==> config.mk <==
export PLATFORM = sky130hd
export DESIGN_NAME = bcc_core
export DESIGN_NICKNAME = d
export VERILOG_FILES = /design/src/core/bcc_pkg.sv /design/src/core/bcc_core.sv
export SDC_FILE = /design/constraint.sdc
export NUM_CORES = 1
export LEC_CHECK = 0
export ABC_CLOCK_PERIOD_IN_PS = 9350
export BUFFER_PORTS_ARGS = -buffer_cell sky130_fd_sc_hd__clkbuf_2
export CORE_MARGIN = 2
export CORE_UTILIZATION = 50
export DETAILED_ROUTE_END_ITERATION = 10
export PLACE_DENSITY = 0.64
export SLEW_MARGIN = 0
export SYNTH_ARGS = -nofsm -noshare
export SYNTH_HDL_FRONTEND = slang
export SYNTH_SLANG_ARGS = --single-unit
==> constraint.sdc <==
create_clock -name CLK_SYS -period 9.35 [get_ports CLK_SYS]
set_input_delay 1.4025 -clock CLK_SYS [delete_from_list [all_inputs] [get_ports CLK_SYS]]
set_output_delay 1.4025 -clock CLK_SYS [all_outputs]
set_load 0.01 [all_outputs]
==> src/core/bcc_pkg.sv <==
package bcc_pkg;

    ////////////////////////////////////////////////////////////////////////
    // Clocking and timing
    localparam int unsigned SYS_HZ       = 100_000_000;
    localparam int unsigned DEFER_MS     = 250;
    localparam int unsigned DEFER_CYC    = (SYS_HZ / 1000) * DEFER_MS;
    localparam int unsigned OSC_HZ       = 32768;
    localparam int unsigned TRIM_STAGE   = 256;
    localparam int unsigned NEG_TRIM_CNT = 128;
    localparam int unsigned POS_TRIM_CNT = 256;
    localparam int unsigned TONE_HZ      = 512;

    // Oscillator ticks per second, terminal counts of the second divider
    localparam logic [15:0] TC_NOM = 16'(OSC_HZ - 1);
    localparam logic [15:0] TC_POS = 16'(OSC_HZ - 1 - POS_TRIM_CNT);
    localparam logic [15:0] TC_NEG = 16'(OSC_HZ - 1 + NEG_TRIM_CNT);
    // Test tone toggles every half period of 512 Hz
    localparam logic [4:0]  TONE_TC = 5'(OSC_HZ / TONE_HZ / 2 - 1);

    ////////////////////////////////////////////////////////////////////////
    // Register addresses
    localparam logic [2:0] ADDR_SEC  = 3'h0;
    localparam logic [2:0] ADDR_MIN  = 3'h1;
    localparam logic [2:0] ADDR_HOUR = 3'h2;
    localparam logic [2:0] ADDR_DOW  = 3'h3;
    localparam logic [2:0] ADDR_DOM  = 3'h4;
    localparam logic [2:0] ADDR_MON  = 3'h5;
    localparam logic [2:0] ADDR_YEAR = 3'h6;
    localparam logic [2:0] ADDR_CTRL = 3'h7;
    localparam int unsigned NUM_TIME_REGS = 7;

    ////////////////////////////////////////////////////////////////////////
    // Field positions
    localparam int unsigned HALT_BIT     = 7;
    localparam int unsigned CEN_EN_BIT   = 7;
    localparam int unsigned CEN_FLAG_BIT = 6;
    localparam int unsigned OUT_BIT      = 7;
    localparam int unsigned FT_BIT       = 6;
    localparam int unsigned SIGN_BIT     = 5;

    // Stored bits of each register; don't-care bits read as zero
    localparam logic [7:0] MSK_SEC  = 8'hff;
    localparam logic [7:0] MSK_MIN  = 8'h7f;
    localparam logic [7:0] MSK_HOUR = 8'hff;
    localparam logic [7:0] MSK_DOW  = 8'h07;
    localparam logic [7:0] MSK_DOM  = 8'h3f;
    localparam logic [7:0] MSK_MON  = 8'h1f;
    localparam logic [7:0] MSK_YEAR = 8'hff;

    // BCD range limits
    localparam logic [6:0] MAX_SEC  = 7'h59;
    localparam logic [6:0] MAX_MIN  = 7'h59;
    localparam logic [5:0] MAX_HOUR = 6'h23;
    localparam logic [2:0] MAX_DOW  = 3'h7;
    localparam logic [4:0] MAX_MON  = 5'h12;
    localparam logic [7:0] MAX_YEAR = 8'h99;

    ////////////////////////////////////////////////////////////////////////
    // Values after reset
    localparam logic [7:0] RST_SEC  = 8'h00;
    localparam logic [7:0] RST_MIN  = 8'h00;
    localparam logic [7:0] RST_HOUR = 8'h00;
    localparam logic [7:0] RST_DOW  = 8'h01;
    localparam logic [7:0] RST_DOM  = 8'h01;
    localparam logic [7:0] RST_MON  = 8'h01;
    localparam logic [7:0] RST_YEAR = 8'h00;
    localparam logic [7:0] RST_CTRL = 8'h80;

    typedef struct packed {
        logic [7:0] year;
        logic [7:0] mon;
        logic [7:0] dom;
        logic [7:0] dow;
        logic [7:0] hour;
        logic [7:0] min;
        logic [7:0] sec;
    } bcc_time_s;

    localparam bcc_time_s RST_TIME = '{year: RST_YEAR, mon: RST_MON,
        dom: RST_DOM, dow: RST_DOW, hour: RST_HOUR, min: RST_MIN,
        sec: RST_SEC};

endpackage : bcc_pkg

==> src/core/bcc_core.sv <==
`timescale 1ns/1ns

module bcc_core
    import bcc_pkg::*;
#(
    parameter int unsigned DEFER_CYCLES = DEFER_CYC
) (
    input  wire logic       CLK_SYS,
    input  wire logic       RST_N,
    input  wire logic       CE,
    input  wire logic       OSC_CLK,
    input  wire logic       PTR_LOAD,
    input  wire logic [2:0] PTR_IN,
    input  wire logic       WR_STB,
    input  wire logic [7:0] WR_DATA,
    input  wire logic       RD_STB,
    input  wire logic       ACK_STB,
    input  wire logic       READ_ACTIVE,
    input  wire logic       TEST_PIN_I,
    output logic      [7:0] RD_DATA,
    output logic      [2:0] ADDR_PTR,
    output logic            TEST_PIN_O,
    output logic            TEST_PIN_OE
);

    ////////////////////////////////////////////////////////////////////////
    // Helper functions

    function automatic logic [7:0] bcd_inc(input logic [7:0] v);
        logic [7:0] r;
        r = 8'h00;
        if (v[3:0] == 4'h9) begin
            r = {4'(v[7:4] + 4'h1), 4'h0};
        end else begin
            r = {v[7:4], 4'(v[3:0] + 4'h1)};
        end
        return r;
    endfunction : bcd_inc

    function automatic logic is_leap(input logic [7:0] y);
        logic l;
        l = 1'b0;
        if (y[4]) begin
            l = (y[3:0] == 4'h2) || (y[3:0] == 4'h6);
        end else begin
            l = (y[3:0] == 4'h0) || (y[3:0] == 4'h4) || (y[3:0] == 4'h8);
        end
        return l;
    endfunction : is_leap

    function automatic logic [5:0] last_day(input logic [4:0] m,
                                            input logic [7:0] y);
        logic [5:0] d;
        d = 6'h31;
        case (m)
            5'h02: begin
                d = is_leap(y) ? 6'h29 : 6'h28;
            end
            5'h04, 5'h06, 5'h09, 5'h11: begin
                d = 6'h30;
            end
            default: begin
                d = 6'h31;
            end
        endcase
        return d;
    endfunction : last_day

    ////////////////////////////////////////////////////////////////////////
    // Declarations

    logic            osc_s1_q;
    logic            osc_s2_q;
    logic            osc_s3_q;
    logic            osc_tick;
    logic            halt;
    logic     [15:0] div_q;
    logic     [15:0] div_tc;
    logic            sec_tick;
    logic            adj_sec;
    logic      [5:0] cal_min_q;
    logic      [4:0] tone_div_q;
    logic            tone_q;
    logic      [7:0] ctrl_q;
    bcc_time_s       time_q;
    bcc_time_s       time_inc;
    bcc_time_s       time_d;
    logic            min_wrap;
    logic      [7:0] time_arr [NUM_TIME_REGS];
    logic      [7:0] vis_q    [NUM_TIME_REGS];
    logic     [31:0] defer_cnt_q;
    logic            reading;
    logic            hold_vis;
    logic      [2:0] ptr_q;
    logic      [7:0] rd_data_q;
    logic            pin_oe_q;
    logic            pin_o_q;
    logic            wr_time;

    assign halt    = time_q.sec[HALT_BIT];
    assign wr_time = WR_STB && (ptr_q != ADDR_CTRL);

    ////////////////////////////////////////////////////////////////////////
    // Oscillator input: two flops before any logic, third for the edge

    always_ff @(posedge CLK_SYS or negedge RST_N) begin
        if (!RST_N) begin
            osc_s1_q <= 1'b0;
            osc_s2_q <= 1'b0;
            osc_s3_q <= 1'b0;
        end else if (CE) begin
            osc_s1_q <= OSC_CLK;
            osc_s2_q <= osc_s1_q;
            osc_s3_q <= osc_s2_q;
        end
    end

    // Halt gates the oscillator; clearing it resumes at the next edge
    assign osc_tick = osc_s2_q && !osc_s3_q && !halt;

    ////////////////////////////////////////////////////////////////////////
    // Second divider with periodic counter correction

    // First second of an eligible minute is trimmed
    assign adj_sec = (ctrl_q[4:0] != 5'h00)
                  && (time_q.sec[6:0] == 7'h00)
                  && (cal_min_q < {ctrl_q[4:0], 1'b0});

    always_comb begin
        div_tc = TC_NOM;
        if (adj_sec) begin
            // Positive trim ends the second early, negative one late
            div_tc = ctrl_q[SIGN_BIT] ? TC_POS : TC_NEG;
        end
    end

    assign sec_tick = osc_tick && (div_q >= div_tc);

    always_ff @(posedge CLK_SYS or negedge RST_N) begin
        if (!RST_N) begin
            div_q <= 16'h0000;
        end else if (CE) begin
            if (WR_STB && (ptr_q == ADDR_SEC)) begin
                // Writing seconds starts a fresh second
                div_q <= 16'h0000;
            end else if (sec_tick) begin
                div_q <= 16'h0000;
            end else if (osc_tick) begin
                div_q <= 16'(div_q + 16'h0001);
            end
        end
    end

    assign min_wrap = sec_tick && (time_q.sec[6:0] == MAX_SEC);

    // Position within the 64-minute calibration cycle
    always_ff @(posedge CLK_SYS or negedge RST_N) begin
        if (!RST_N) begin
            cal_min_q <= 6'h00;
        end else if (CE && min_wrap) begin
            cal_min_q <= 6'(cal_min_q + 6'h01);
        end
    end

    ////////////////////////////////////////////////////////////////////////
    // Test tone, taken straight off the oscillator ahead of the trim

    always_ff @(posedge CLK_SYS or negedge RST_N) begin
        if (!RST_N) begin
            tone_div_q <= 5'h00;
            tone_q     <= 1'b0;
        end else if (CE && osc_tick) begin
            if (tone_div_q == TONE_TC) begin
                tone_div_q <= 5'h00;
                tone_q     <= ~tone_q;
            end else begin
                tone_div_q <= 5'(tone_div_q + 5'h01);
            end
        end
    end

    ////////////////////////////////////////////////////////////////////////
    // Time counters

    always_comb begin
        time_inc = time_q;
        if (time_q.sec[6:0] != MAX_SEC) begin
            time_inc.sec[6:0] = 7'(bcd_inc({1'b0, time_q.sec[6:0]}));
        end else begin
            time_inc.sec[6:0] = 7'h00;
            if (time_q.min[6:0] != MAX_MIN) begin
                time_inc.min[6:0] = 7'(bcd_inc({1'b0, time_q.min[6:0]}));
            end else begin
                time_inc.min[6:0] = 7'h00;
                if (time_q.hour[5:0] != MAX_HOUR) begin
                    time_inc.hour[5:0] =
                        6'(bcd_inc({2'b00, time_q.hour[5:0]}));
                end else begin
                    time_inc.hour[5:0] = 6'h00;
                    time_inc.dow[2:0] = (time_q.dow[2:0] >= MAX_DOW) ?
                        3'h1 : 3'(time_q.dow[2:0] + 3'h1);
                    if (time_q.dom[5:0] <
                        last_day(time_q.mon[4:0], time_q.year)) begin
                        time_inc.dom[5:0] =
                            6'(bcd_inc({2'b00, time_q.dom[5:0]}));
                    end else begin
                        time_inc.dom[5:0] = 6'h01;
                        if (time_q.mon[4:0] < MAX_MON) begin
                            time_inc.mon[4:0] =
                                5'(bcd_inc({3'b000, time_q.mon[4:0]}));
                        end else begin
                            time_inc.mon[4:0] = 5'h01;
                            if (time_q.year != MAX_YEAR) begin
                                time_inc.year = bcd_inc(time_q.year);
                            end else begin
                                time_inc.year = 8'h00;
                                if (time_q.hour[CEN_EN_BIT]) begin
                                    time_inc.hour[CEN_FLAG_BIT] =
                                        ~time_q.hour[CEN_FLAG_BIT];
                                end
                            end
                        end
                    end
                end
            end
        end
    end

    // A write lands on top of whatever tick happens in the same cycle
    always_comb begin
        time_d = sec_tick ? time_inc : time_q;
        if (wr_time) begin
            case (ptr_q)
                ADDR_SEC:  time_d.sec  = WR_DATA & MSK_SEC;
                ADDR_MIN:  time_d.min  = WR_DATA & MSK_MIN;
                ADDR_HOUR: time_d.hour = WR_DATA & MSK_HOUR;
                ADDR_DOW:  time_d.dow  = WR_DATA & MSK_DOW;
                ADDR_DOM:  time_d.dom  = WR_DATA & MSK_DOM;
                ADDR_MON:  time_d.mon  = WR_DATA & MSK_MON;
                ADDR_YEAR: time_d.year = WR_DATA & MSK_YEAR;
                default:   time_d      = time_d;
            endcase
        end
    end

    always_ff @(posedge CLK_SYS or negedge RST_N) begin
        if (!RST_N) begin
            time_q <= RST_TIME;
        end else if (CE) begin
            time_q <= time_d;
        end
    end

    ////////////////////////////////////////////////////////////////////////
    // Control register

    always_ff @(posedge CLK_SYS or negedge RST_N) begin
        if (!RST_N) begin
            ctrl_q <= RST_CTRL;
        end else if (CE && WR_STB && (ptr_q == ADDR_CTRL)) begin
            ctrl_q <= WR_DATA;
        end
    end

    ////////////////////////////////////////////////////////////////////////
    // Readable copies, held for up to DEFER_CYCLES cycles while a clock address is being read

    assign reading  = READ_ACTIVE && (ptr_q != ADDR_CTRL);
    assign hold_vis = reading && (defer_cnt_q < DEFER_CYCLES);

    always_ff @(posedge CLK_SYS or negedge RST_N) begin
        if (!RST_N) begin
            defer_cnt_q <= 32'h00000000;
        end else if (CE) begin
            if (!reading) begin
                defer_cnt_q <= 32'h00000000;
            end else if (hold_vis) begin
                defer_cnt_q <= 32'(defer_cnt_q + 32'h00000001);
            end
        end
    end

    always_comb begin
        time_arr[ADDR_SEC]  = time_q.sec;
        time_arr[ADDR_MIN]  = time_q.min;
        time_arr[ADDR_HOUR] = time_q.hour;
        time_arr[ADDR_DOW]  = time_q.dow;
        time_arr[ADDR_DOM]  = time_q.dom;
        time_arr[ADDR_MON]  = time_q.mon;
        time_arr[ADDR_YEAR] = time_q.year;
    end

    // Counters keep running during the hold; copies catch up after it
    for (genvar i = 0; i < NUM_TIME_REGS; i++) begin : g_vis
        always_ff @(posedge CLK_SYS or negedge RST_N) begin
            if (!RST_N) begin
                vis_q[i] <= RST_TIME[8*i +: 8];
            end else if (CE && !hold_vis) begin
                vis_q[i] <= time_arr[i];
            end
        end
    end

    ////////////////////////////////////////////////////////////////////////
    // Address pointer and read data

    always_ff @(posedge CLK_SYS or negedge RST_N) begin
        if (!RST_N) begin
            ptr_q <= ADDR_SEC;
        end else if (CE) begin
            if (PTR_LOAD) begin
                ptr_q <= PTR_IN;
            end else if (ACK_STB) begin
                ptr_q <= 3'(ptr_q + 3'h1);
            end
        end
    end

    always_ff @(posedge CLK_SYS or negedge RST_N) begin
        if (!RST_N) begin
            rd_data_q <= 8'h00;
        end else if (CE && RD_STB) begin
            if (ptr_q == ADDR_CTRL) begin
                rd_data_q <= ctrl_q;
            end else begin
                rd_data_q <= vis_q[ptr_q];
            end
        end
    end

    ////////////////////////////////////////////////////////////////////////
    // Open-drain test signal pin: enable means pulling low

    always_ff @(posedge CLK_SYS or negedge RST_N) begin
        if (!RST_N) begin
            pin_oe_q <= 1'b0;
            pin_o_q  <= 1'b0;
        end else if (CE) begin
            pin_o_q <= 1'b0;
            if (ctrl_q[FT_BIT]) begin
                pin_oe_q <= ~tone_q;
            end else begin
                pin_oe_q <= ~ctrl_q[OUT_BIT];
            end
        end
    end

    assign RD_DATA     = rd_data_q;
    assign ADDR_PTR    = ptr_q;
    assign TEST_PIN_O  = pin_o_q;
    assign TEST_PIN_OE = pin_oe_q;

endmodule : bcc_core

# Word-level counts from Yosys, hierarchy flattened
# Index checks and enable logic that the tools add are counted.
dict set report totals {
  output_inout_bits 13
  rom_bits 0
  elab_cells 188
  mem_count 0
  regBits 195
  inputBits 21
  latch_bits 0
  ram_bits 0
}
dict set report classes {
  n_bitwise 4
  mul 0
  n_mux 70
  add_sub_neg 18
  div 0
  shift 0
  n_lt_le_gt_ge 7
  n_eq_ne 30
  n_reduce_logical 33
}
# operator count
set ops {}
lappend ops {{8-bit 2-to-1 mux} 17}
lappend ops {{56-bit 2-to-1 mux} 2}
lappend ops {{16-bit 2-to-1 mux} 5}
lappend ops {{32-bit 2-to-1 mux} 2}
lappend ops {{6-bit 2-to-1 mux} 10}
lappend ops {{7-bit 2-to-1 mux} 7}
lappend ops {{5-bit 2-to-1 mux} 7}
lappend ops {{32-bit by 1-bit adder with 32-bit output (second input constant)} 1}
lappend ops {{32-bit by 25-bit < comparator with 1-bit output (second input constant)} 1}
lappend ops {{4-bit by 1-bit adder with 4-bit output (second input constant)} 7}
lappend ops {{4-bit == test (second input constant)} 7}
lappend ops {{8-bit binary-select mux with 3-bit select} 1}
lappend ops {{3-bit 2-to-1 mux} 6}
lappend ops {{16-bit by 1-bit adder with 16-bit output (second input constant)} 1}
lappend ops {{16-bit greater-or-equal comparator} 1}
lappend ops {{1-bit logical AND} 16}
lappend ops {{7-bit inequality test (second input constant)} 2}
lappend ops {{3-bit by 1-bit adder with 3-bit output (second input constant)} 4}
lappend ops {{3-bit == test (second input constant)} 4}
lappend ops {{6-bit < comparator} 2}
lappend ops {{1-bit 2-to-1 mux} 12}
lappend ops {{5-bit by 3-bit == test with 1-bit output (second input constant)} 2}
lappend ops {{5-bit == test (second input constant)} 2}
lappend ops {{5-bit case mux with 2 select lines} 1}
lappend ops {{other kinds (30)} 42}

# Longest topological paths before layout
# Gate-level depths: netlist of the first run.
dict set report logic_depth {
  ltp_word 21
  mapped_depth 15
  mapped_depth_nobuf 14
}

# Worst setup path before layout of the first run
# OpenSTA, ideal clock, no wires.
dict set report synth_path {
  path_type {reg-to-reg}
  from {register cal_min_q[5]}
  to {register time_q (netlist bit time_arr[12])}
  path_buffers 0
  period_less_slack_ns 3.494
  slack_ns 5.856
  path_stages_with_launch 13
  setup_ns 0.131
  t_required_ns 9.219
  arrival_time_ns 3.363
  path_cell_list {dfrtp_1 > ha_1 > a211oi_1 > o211ai_1 > a311oi_1 > inv_1 > ha_1 > nor2_1 > or4_4 > or2_4 > nor4_4 > nor3_1 > or3_1}
}
dict set report synth_between {
  elab_chain_cells 8
}
# item line
set synth_rtl {}
lappend synth_rtl {{from (decl)} bcc_core.sv:81} ;# logic [5:0] cal_min_q;
lappend synth_rtl {{from (signal assigned)} bcc_core.sv:161} ;# cal_min_q <= 6'(cal_min_q + 6'h01);
lappend synth_rtl {{6-bit < comparator *} bcc_core.sv:127} ;# && (cal_min_q < {ctrl_q[4:0], 1'b0});
lappend synth_rtl {{1-bit logical AND *} bcc_core.sv:127}
lappend synth_rtl {{16-bit 2-to-1 mux *} bcc_core.sv:131} ;# if (adj_sec) begin
lappend synth_rtl {{16-bit greater-or-equal comparator *} bcc_core.sv:137} ;# assign sec_tick = osc_tick && (div_q >= div_tc);
lappend synth_rtl {{1-bit logical AND *} bcc_core.sv:137}
lappend synth_rtl {{56-bit 2-to-1 mux *} bcc_core.sv:231} ;# time_d = sec_tick ? time_inc : time_q;
lappend synth_rtl {{8-bit 2-to-1 mux} bcc_core.sv:233} ;# case (ptr_q)
lappend synth_rtl {{56-bit 2-to-1 mux *} bcc_core.sv:232} ;# if (wr_time) begin
lappend synth_rtl {{to (signal assigned)} bcc_core.sv:250} ;# time_q <= time_d;
lappend synth_rtl {{to (decl)} bcc_core.sv:85} ;# bcc_time_s time_q;
# Mark *: on every way between the ends. The rest lies on a longest branch, timed or not.
# A chain may end at the register's enable or synchronous reset.

# Final worst setup path of the first run
dict set report layout_path {
  from {register time_q (netlist bit time_arr[49])}
  to {register time_q (netlist bit time_arr[4])}
}
dict set report layout_between {
  elab_chain_cells 9
  word_cells_on_any_way 11
  cone_classes {order compare (1); eq/ne (1); mux (5); reduce/logical (4)}
}
# item line
set layout_rtl {}
lappend layout_rtl {{7-bit zero test} bcc_core.sv:126} ;# && (time_q.sec[6:0] == 7'h00)
lappend layout_rtl {{1-bit logical AND} bcc_core.sv:126}
lappend layout_rtl {{1-bit logical AND} bcc_core.sv:127}
lappend layout_rtl {{16-bit 2-to-1 mux} bcc_core.sv:131}
lappend layout_rtl {{16-bit greater-or-equal comparator} bcc_core.sv:137}
lappend layout_rtl {{1-bit logical AND} bcc_core.sv:137}
lappend layout_rtl {{56-bit 2-to-1 mux *} bcc_core.sv:231}
lappend layout_rtl {{8-bit 2-to-1 mux} bcc_core.sv:233}
lappend layout_rtl {{56-bit 2-to-1 mux *} bcc_core.sv:232}
# Marked as above.

==> run metrics, run 1 <==
detailed-routing iteration count for the pre-antenna-repair pass 6; insertion delay of the later-clocked pin in the worst-skew pair 0.44 ns; Comb power frac 24.6%; switching fraction of total power 33.9%; drt via density 6.19; clock sink count 173; dpl cell area 10100 sq um; post-route ant nets 0; mean cell area of the mapped netlist 9.57 sq um; routed length per placed instance 19.1 microns; Hold Crit Class register to register; CP Capture Type register; synthesized instance count 1028; finished layout cell area 10700 sq um; worst clock skew on the final layout 0.0131 ns; register bit count reported by yosys 173; number of instances in the placed design 1275; aggregate global routing overflow 0; H-tree levels 4; Post-Route Hold Slack 0.475 ns; CTS root buf sky130_fd_sc_hd__clkbuf_16; CP cell instances inv_1 > ha_1 > nor4bb_1 > o211ai_1 > a311oi_1 > inv_1 > ha_1 > nor2_1 > or4_4 > or2_4 > nor2_2 > nand2_1 > or3_1 > nand3_1; number of synthesized flops with an enable pin 0; outcome complete, no violations; share of power burned in registers 47.1%; Max Root-Sink Buffers 2; final number of setup-violating endpoints 0; most common flop cell mapped by yosys sky130_fd_sc_hd__dfrtp_1; highest cell delay on the worst timing path 0.74 ns; Die Wd 144 microns; hold violation total from the final report 0; Sum Neg Setup Slack 0 ns; part of the power in the clock network 28.3%; number of max-cap violations 0; Setup WS pre-CTS 4.36 ns; half-perimeter wire length after placement 16700 microns; number of global-route vias before repair 7428; number of diodes added for antenna fixing 0; Core Region 19400 sq um; FFs w/ async S/R, synth 100%; Period minus WS final 5.09 ns; crit share post-route 54.5%; synthesis-to-finish area growth 8.51%; Final Max Slew Viols 0; critical path class register to register; non-filler instance count after layout 1306; post-detailed-routing wire length 24900 microns; top cell type's share of synthesized area 42.2%; crit path DAT 5.46 ns; power density cells 222 nW/um^2; total via count after detailed routing 8083; logic depth of the worst register-to-register path 14; initial antenna violation count 0; count of instances resized after the clock tree is built 0; largest net degree at the start of global routing 101; wire length of the first global-routing pass 40200 microns; total internal power 1.56 mW; Num CTS Buffers 17; total global routing track utilization 25.0%; maximum achievable frequency 0.196 GHz; clock tree from TritonCTS built; RSZ-0062 raised after global routing false; maximum fanout encountered on the critical timing path 14; switching pwr 804 uW; drt drc 0; share of cells above drive strength 1 15.3%; Yosys warnings 0; DIE AREA 20800 sq um; number of buffers added for setup after CTS 0; Vert. Die Dim 144 microns; Seq/Total Area, Yosys 44.1%; post-synthesis net count 1087; startpoint class of the critical path register; gp weighted congestion 0.866; Peak supply drop 0.130 mV; FP Rows 51; slowest library cell on the worst path sky130_fd_sc_hd__a311oi_1; worst hold path stage count 1; violation count after the first detailed-routing iteration 481; number of buffers inserted by hold repair at cts 0; share of the core filled with cells in the final layout 55.0%; Post-Syn Area 9830 sq um; Initial Util 50.7%; Distinct cells, synth 76; min setup slack post-route 4.26 ns; remaining max-slew budget at the tightest pin 28.4%; cell type with the highest aggregate area in the netlist sky130_fd_sc_hd__dfrtp_1; leakage power 4.50 nW; PortBufs 31; Data required, critical path 9.72 ns; I/O pins 34; CTS clk-pin slew, worst paths 0.07 ns; worst-margin pin slew 1.07 ns; total power 2.37 mW; Final nets 1088; leading cell types by total area after synthesis sky130_fd_sc_hd__dfrtp_1 (42%), sky130_fd_sc_hd__mux2_2 (8.1%), sky130_fd_sc_hd__ha_1 (4.8%), sky130_fd_sc_hd__o21ai_0 (4.1%), sky130_fd_sc_hd__nand2_1 (4.0%)
-- synth_stat cells (11+ instances only) --
library cell	instances
sky130_fd_sc_hd__dfrtp_1	166
sky130_fd_sc_hd__nand2b_1	11
sky130_fd_sc_hd__and3_1	22
sky130_fd_sc_hd__ha_1	38
sky130_fd_sc_hd__or3_1	18
sky130_fd_sc_hd__nor2_1	53
sky130_fd_sc_hd__inv_1	29
sky130_fd_sc_hd__and2_1	14
sky130_fd_sc_hd__nand2_1	104
sky130_fd_sc_hd__o21ai_0	81
sky130_fd_sc_hd__nor3_1	30
sky130_fd_sc_hd__nand4_1	22
sky130_fd_sc_hd__nand3_1	54
sky130_fd_sc_hd__clkbuf_1	46
sky130_fd_sc_hd__a21oi_1	68
sky130_fd_sc_hd__mux2_2	71
-- routing by layer --
metal	up-vias	routed length, microns	global-route usage (%)	part of all wire (%)
li1	3826	-	-	-
met3	34	1180	4.17	4.8
met4	0	542	8.53	2.2
met1	4007	11600	35.6	46
met5	-	0	0	0
met2	216	11600	39.1	47
-- power by group through the flow --
stage,logic (mW),clock network (mW),registers (mW)
final,0.582,0.671,1.12
after global routing,0.659,0.712,1.14
after CTS,0.582,0.687,1.11
after detailed placement,0.579,0,1.12
after global placement,0.566,0,1.12
after floorplan,0.448,0,1.06
-- final timing paths --
kind	from	end	slack (ns)
worst max-delay path	time_arr[49]	time_arr[4]	4.26
worst min-delay path	tone_q	tone_q	0.48
worst max register to register	time_arr[49]	time_arr[4]	4.26
worst min register to register	tone_q	tone_q	0.48
max in group asynchronous	RST_N	vis_q[12]	6.72
min in group asynchronous	RST_N	cal_min_q[4]	1.09
-- cells by family (layout without fill, tap and decap cells) --
| logic type | count (synthesis) | in the layout | share of synthesized area, % |
|---|---|---|---|
| AO/OA/AOI/OAI | 264 | 264 | 16.9 |
| XOR/XNOR | 11 | 11 | 0.980 |
| adder cells (fa/ha/maj) | 38 | 38 | 4.84 |
| buffers and inverters | 86 | 99 | 3.68 |
| flip-flops | 173 | 173 | 44.1 |
| multiplexers | 79 | 79 | 9.58 |
| other | 1 | 1 | 0.0381 |
| AND/OR/NAND/NOR | 376 | 376 | 19.9 |
-- layout make-up --
cell class,instances,area [sq um]
clock buffers,20,457
repair buffers,37,206
flip-flops and latches,173,4340
multi-input cells,769,5130
well taps,265,332
fillers,1807,8730
inverters,31,116
clock inverters,11,87.6
-- critical path, delay by kind of cell (launching register included) --
kind / cells / cell delay (ns)
simple gates: 8 / 2.82
compound gates: 2 / 0.94
fa+ha+maj: 2 / 0.52
flops: 1 / 0.43
buf+inv: 2 / 0.31
-- cell usage in the layout (no fill, tap or decap), types with 9 or more instances in the layout --
cell,count
sky130_fd_sc_hd__nor3_1,30
sky130_fd_sc_hd__nand4_1,22
sky130_fd_sc_hd__mux2_2,71
sky130_fd_sc_hd__a21oi_1,68
sky130_fd_sc_hd__dfrtp_1,166
sky130_fd_sc_hd__a31oi_1,9
sky130_fd_sc_hd__ha_1,38
sky130_fd_sc_hd__o21ai_0,81
sky130_fd_sc_hd__and3_1,22
sky130_fd_sc_hd__or3_1,18
sky130_fd_sc_hd__a22oi_1,9
sky130_fd_sc_hd__nand3_1,54
sky130_fd_sc_hd__nand2b_1,11
sky130_fd_sc_hd__and2_1,14
sky130_fd_sc_hd__inv_1,29
sky130_fd_sc_hd__o31ai_1,10
sky130_fd_sc_hd__o22ai_1,9
sky130_fd_sc_hd__nor2_1,53
sky130_fd_sc_hd__nand2_1,104
sky130_fd_sc_hd__clkbuf_2,30
sky130_fd_sc_hd__clkbuf_16,17
-- flip-flops by register name, indices dropped and copies added (netlist names), 3 cells and up --
| signal | count |
|---|---|
| vis_q | 45 |
| time_arr | 44 |
| defer_cnt_q | 32 |
| div_q | 16 |
| RD_DATA | 8 |
| ctrl_q | 8 |
| cal_min_q | 6 |
| tone_div_q | 5 |
| ADDR_PTR | 3 |
Note: power is estimated with default switching activity, not from simulation.
==> run 2, diff against run 1 <==
ABC_CLOCK_PERIOD_IN_PS = 4100   (was 9350)
PLACE_DENSITY = 0.67   (was 0.64)
clock period = 4.1 ns   (was 9.35 ns; I/O delays follow)
==> run 2 against run 1 <==
Against the previous run: flip-flop and latch count stayed put; via count rose by 0.17%; power rose by 140%; non-clock buffer count increased by 26; global-route usage grew 0.28 points; core utilization is 1.4 points higher; clock skew down 0.0012 ns; critical path depth is 2 higher; routed wire length increased by 0.48%.
==> run metrics, run 2 (synthesized netlist as in run 1, its figures left out) <==
top library cells by usage in the layout, fill and taps aside sky130_fd_sc_hd__dfrtp_1 (166), sky130_fd_sc_hd__nand2_1 (104), sky130_fd_sc_hd__o21ai_0 (81), sky130_fd_sc_hd__mux2_2 (71), sky130_fd_sc_hd__a21oi_1 (68) (unchanged); largest net degree at the start of global routing 91 (was 101); Hold Crit Class input pin to asynchronous set/reset pin (was register to register); aggregate global routing overflow 0 (unchanged); part of the power in the clock network 29.9% (was 28.3%); maximum achievable frequency 0.261 GHz (was 0.196 GHz); Peak supply drop 0.299 mV (was 0.130 mV); critical path class register to register (unchanged); worst clock skew on the final layout 0.0119 ns (was 0.0131 ns); number of buffers inserted by hold repair at cts 0 (unchanged); post-route ant nets 0 (unchanged); number of flip-flops in the largest register 45 (unchanged); min setup slack post-route 0.270 ns (was 4.26 ns); Final Max Slew Viols 0 (unchanged); startpoint class of the critical path register (unchanged); RSZ-0062 raised after global routing false (unchanged); PortBufs 31 (unchanged); Final nets 1114 (was 1088); half-perimeter wire length after placement 17400 microns (was 16700 microns); maximum fanout encountered on the critical timing path 14 (unchanged); flip-flop and latch area 4340 sq um (unchanged); Num CTS Buffers 17 (unchanged); final number of setup-violating endpoints 0 (unchanged); number of global-route vias before repair 7660 (was 7428); post-detailed-routing wire length 25000 microns (was 24900 microns); outcome complete, no violations (unchanged); CP cell instances inv_1 > ha_1 > nor4bb_1 > o211ai_1 > a311oi_2 > buf_4 > inv_1 > ha_1 > nor2_1 > or4_4 > or2_4 > nor2_4 > nand2_1 > buf_4 > or3_1 > nand3_1 (was inv_1 > ha_1 > nor4bb_1 > o211ai_1 > a311oi_1 > inv_1 > ha_1 > nor2_1 > or4_4 > or2_4 > nor2_2 > nand2_1 > or3_1 > nand3_1); synthesis-to-finish area growth 11.3% (was 8.51%); share of cells above drive strength 1 17.6% (was 15.3%); number of max-cap violations 0 (unchanged); Data required, critical path 4.47 ns (was 9.72 ns); FP Rows 51 (unchanged); routed length per placed instance 18.8 microns (was 19.1 microns); Critical path buffers and inverters 4 (was 2); slowest library cell on the worst path sky130_fd_sc_hd__or4_4 (was sky130_fd_sc_hd__a311oi_1); remaining max-slew budget at the tightest pin 26.6% (was 28.4%); clock tree from TritonCTS built (unchanged); gp weighted congestion 0.835 (was 0.866); switching pwr 1.96 mW (was 804 uW); Initial Util 50.7% (unchanged); Largest Register vis_q (unchanged); number of diodes added for antenna fixing 0 (unchanged); switching fraction of total power 34.7% (was 33.9%); I/O pins 34 (unchanged); Core Region 19400 sq um (unchanged); critical path startpoint time_arr[52] (was time_arr[49]); initial antenna violation count 0 (unchanged); Die Wd 144 microns (unchanged); insertion delay of the later-clocked pin in the worst-skew pair 0.44 ns (about the same); drt via density 6.07 (was 6.19); Reg2Reg Launch Point time_arr[52] (was time_arr[49]); total global routing track utilization 25.3% (was 25.0%); clock sink count 173 (unchanged); leakage power 4.67 nW (was 4.50 nW); CTS clk-pin slew, worst paths 0.08 ns (was 0.07 ns); crit share post-route 93.4% (was 54.5%); power density cells 516 nW/um^2 (was 222 nW/um^2); kind of cell with the highest combined delay on the critical path simple AND/OR/NAND/NOR gates (unchanged); worst-margin pin slew 1.09 ns (was 1.07 ns); Period minus WS final 3.83 ns (was 5.09 ns); Vert. Die Dim 144 microns (unchanged); Sum Neg Setup Slack 0 ns (unchanged); CP Capture Type register (unchanged); violation count after the first detailed-routing iteration 698 (was 481); Max Root-Sink Buffers 2 (unchanged); H-tree levels 4 (unchanged); highest cell delay on the worst timing path 0.46 ns (was 0.74 ns); drt drc 0 (unchanged); total internal power 3.69 mW (was 1.56 mW); share of power burned in registers 44.4% (was 47.1%); Setup WS pre-CTS 0.226 ns (was 4.36 ns); detailed-routing iteration count for the pre-antenna-repair pass 5 (was 6); Comb power frac 25.7% (was 24.6%); fill cell count 1753 (was 1807); multi-input gate area in the final layout 5140 sq um (was 5130 sq um); wire length of the first global-routing pass 40800 microns (was 40200 microns); most frequent standard cell in the layout excluding fill and tap cells sky130_fd_sc_hd__dfrtp_1 (unchanged); DIE AREA 20800 sq um (unchanged); crit path DAT 4.20 ns (was 5.46 ns); hold violation total from the final report 0 (unchanged); total via count after detailed routing 8097 (was 8083); CTS root buf sky130_fd_sc_hd__clkbuf_16 (unchanged)
[run 2: changes by cell type in the layout (fill, tap and decap cells not counted), sizes merged]
cell / change
buf: +26
inv: +7
clkbuf: -3
clkinvlp: -3
bufinv: +1
clkinv: -1
[run 2: final timing paths]
| kind | endpoint | slack [ns] | cells after the start |
|---|---|---|---|
| min reg2reg | tone_q | 0.47 | 1 |
| min | cal_min_q[0] | 0.23 | 1 |
| max in group asynchronous | vis_q[24] | 2.96 | 2 |
| max | time_arr[4] | 0.27 | 16 |
| min in group CLK_SYS | osc_s1_q | 0.42 | 2 |
| max reg2reg | time_arr[4] | 0.27 | 16 |
[run 2: worst reg2reg max path, cell delays in order, from the launching register on]
cell and delay [ns]:
sky130_fd_sc_hd__dfrtp_1 0.45, sky130_fd_sc_hd__inv_1 0.09, sky130_fd_sc_hd__ha_1 0.15, sky130_fd_sc_hd__nor4bb_1 0.31, sky130_fd_sc_hd__o211ai_1 0.19, sky130_fd_sc_hd__a311oi_2 0.29, sky130_fd_sc_hd__buf_4 0.18, sky130_fd_sc_hd__inv_1 0.06
sky130_fd_sc_hd__ha_1 0.32, sky130_fd_sc_hd__nor2_1 0.07, sky130_fd_sc_hd__or4_4 0.46, sky130_fd_sc_hd__or2_4 0.29, sky130_fd_sc_hd__nor2_4 0.17, sky130_fd_sc_hd__nand2_1 0.08, sky130_fd_sc_hd__buf_4 0.22, sky130_fd_sc_hd__or3_1 0.35
sky130_fd_sc_hd__nand3_1 0.09
[run 2: area by class of cell]
cell class,count,area share (%)
inverters,31,1.06
clock buffers,17,3.89
clock inverters,15,1.74
repair buffers,63,3.67
well taps,265,3.03
multi-input cells,769,47.0
flip-flops and latches,173,39.6
[run 2: metrics by stage]
| stage | cells | utilization, % | power (mW) | instance area (sq um) | hold slack (ns) |
|---|---|---|---|---|---|
| after floorplan | 1028 | - | 3.43 | 9830 | 0.319 |
| after global placement | 1300 | 53.2 | 3.90 | 10300 | 0.461 |
| after detailed placement | 1300 | 53.2 | 3.95 | 10300 | 0.463 |
| after CTS | 1332 | 56.3 | 5.66 | 10900 | 0.281 |
| after global routing | 1333 | 56.4 | 5.97 | 10900 | 0.300 |
| final | 1333 | 56.4 | 5.65 | 10900 | 0.228 |
[run 2: routing by layer]
layer | wire length [microns] | part of all wire [%] | up-vias | track usage, %
li1 | - | - | 3874 | -
met1 | 11400 | 46 | 3927 | 35.2
met2 | 11700 | 47 | 260 | 40.6
met3 | 1360 | 5.4 | 36 | 4.07
met4 | 561 | 2.2 | 0 | 8.53
met5 | 0 | 0 | - | 0
[run 2: power by group through the flow]
stage | clock, mW | sequential, mW | combinational [mW]
3_5_place_dp | 0 | 2.53 | 1.42
2_1_floorplan | 0 | 2.41 | 1.02
3_3_place_gp | 0 | 2.51 | 1.39
6_report | 1.69 | 2.51 | 1.45
5_1_grt | 1.78 | 2.56 | 1.63
4_1_cts | 1.71 | 2.50 | 1.44
[run 2: timing repair]
action                                  in CTS  in global routing
buffers inserted                             0                  1
gates resized for setup                      0                  2
endpoints found under the setup margin       0                 21
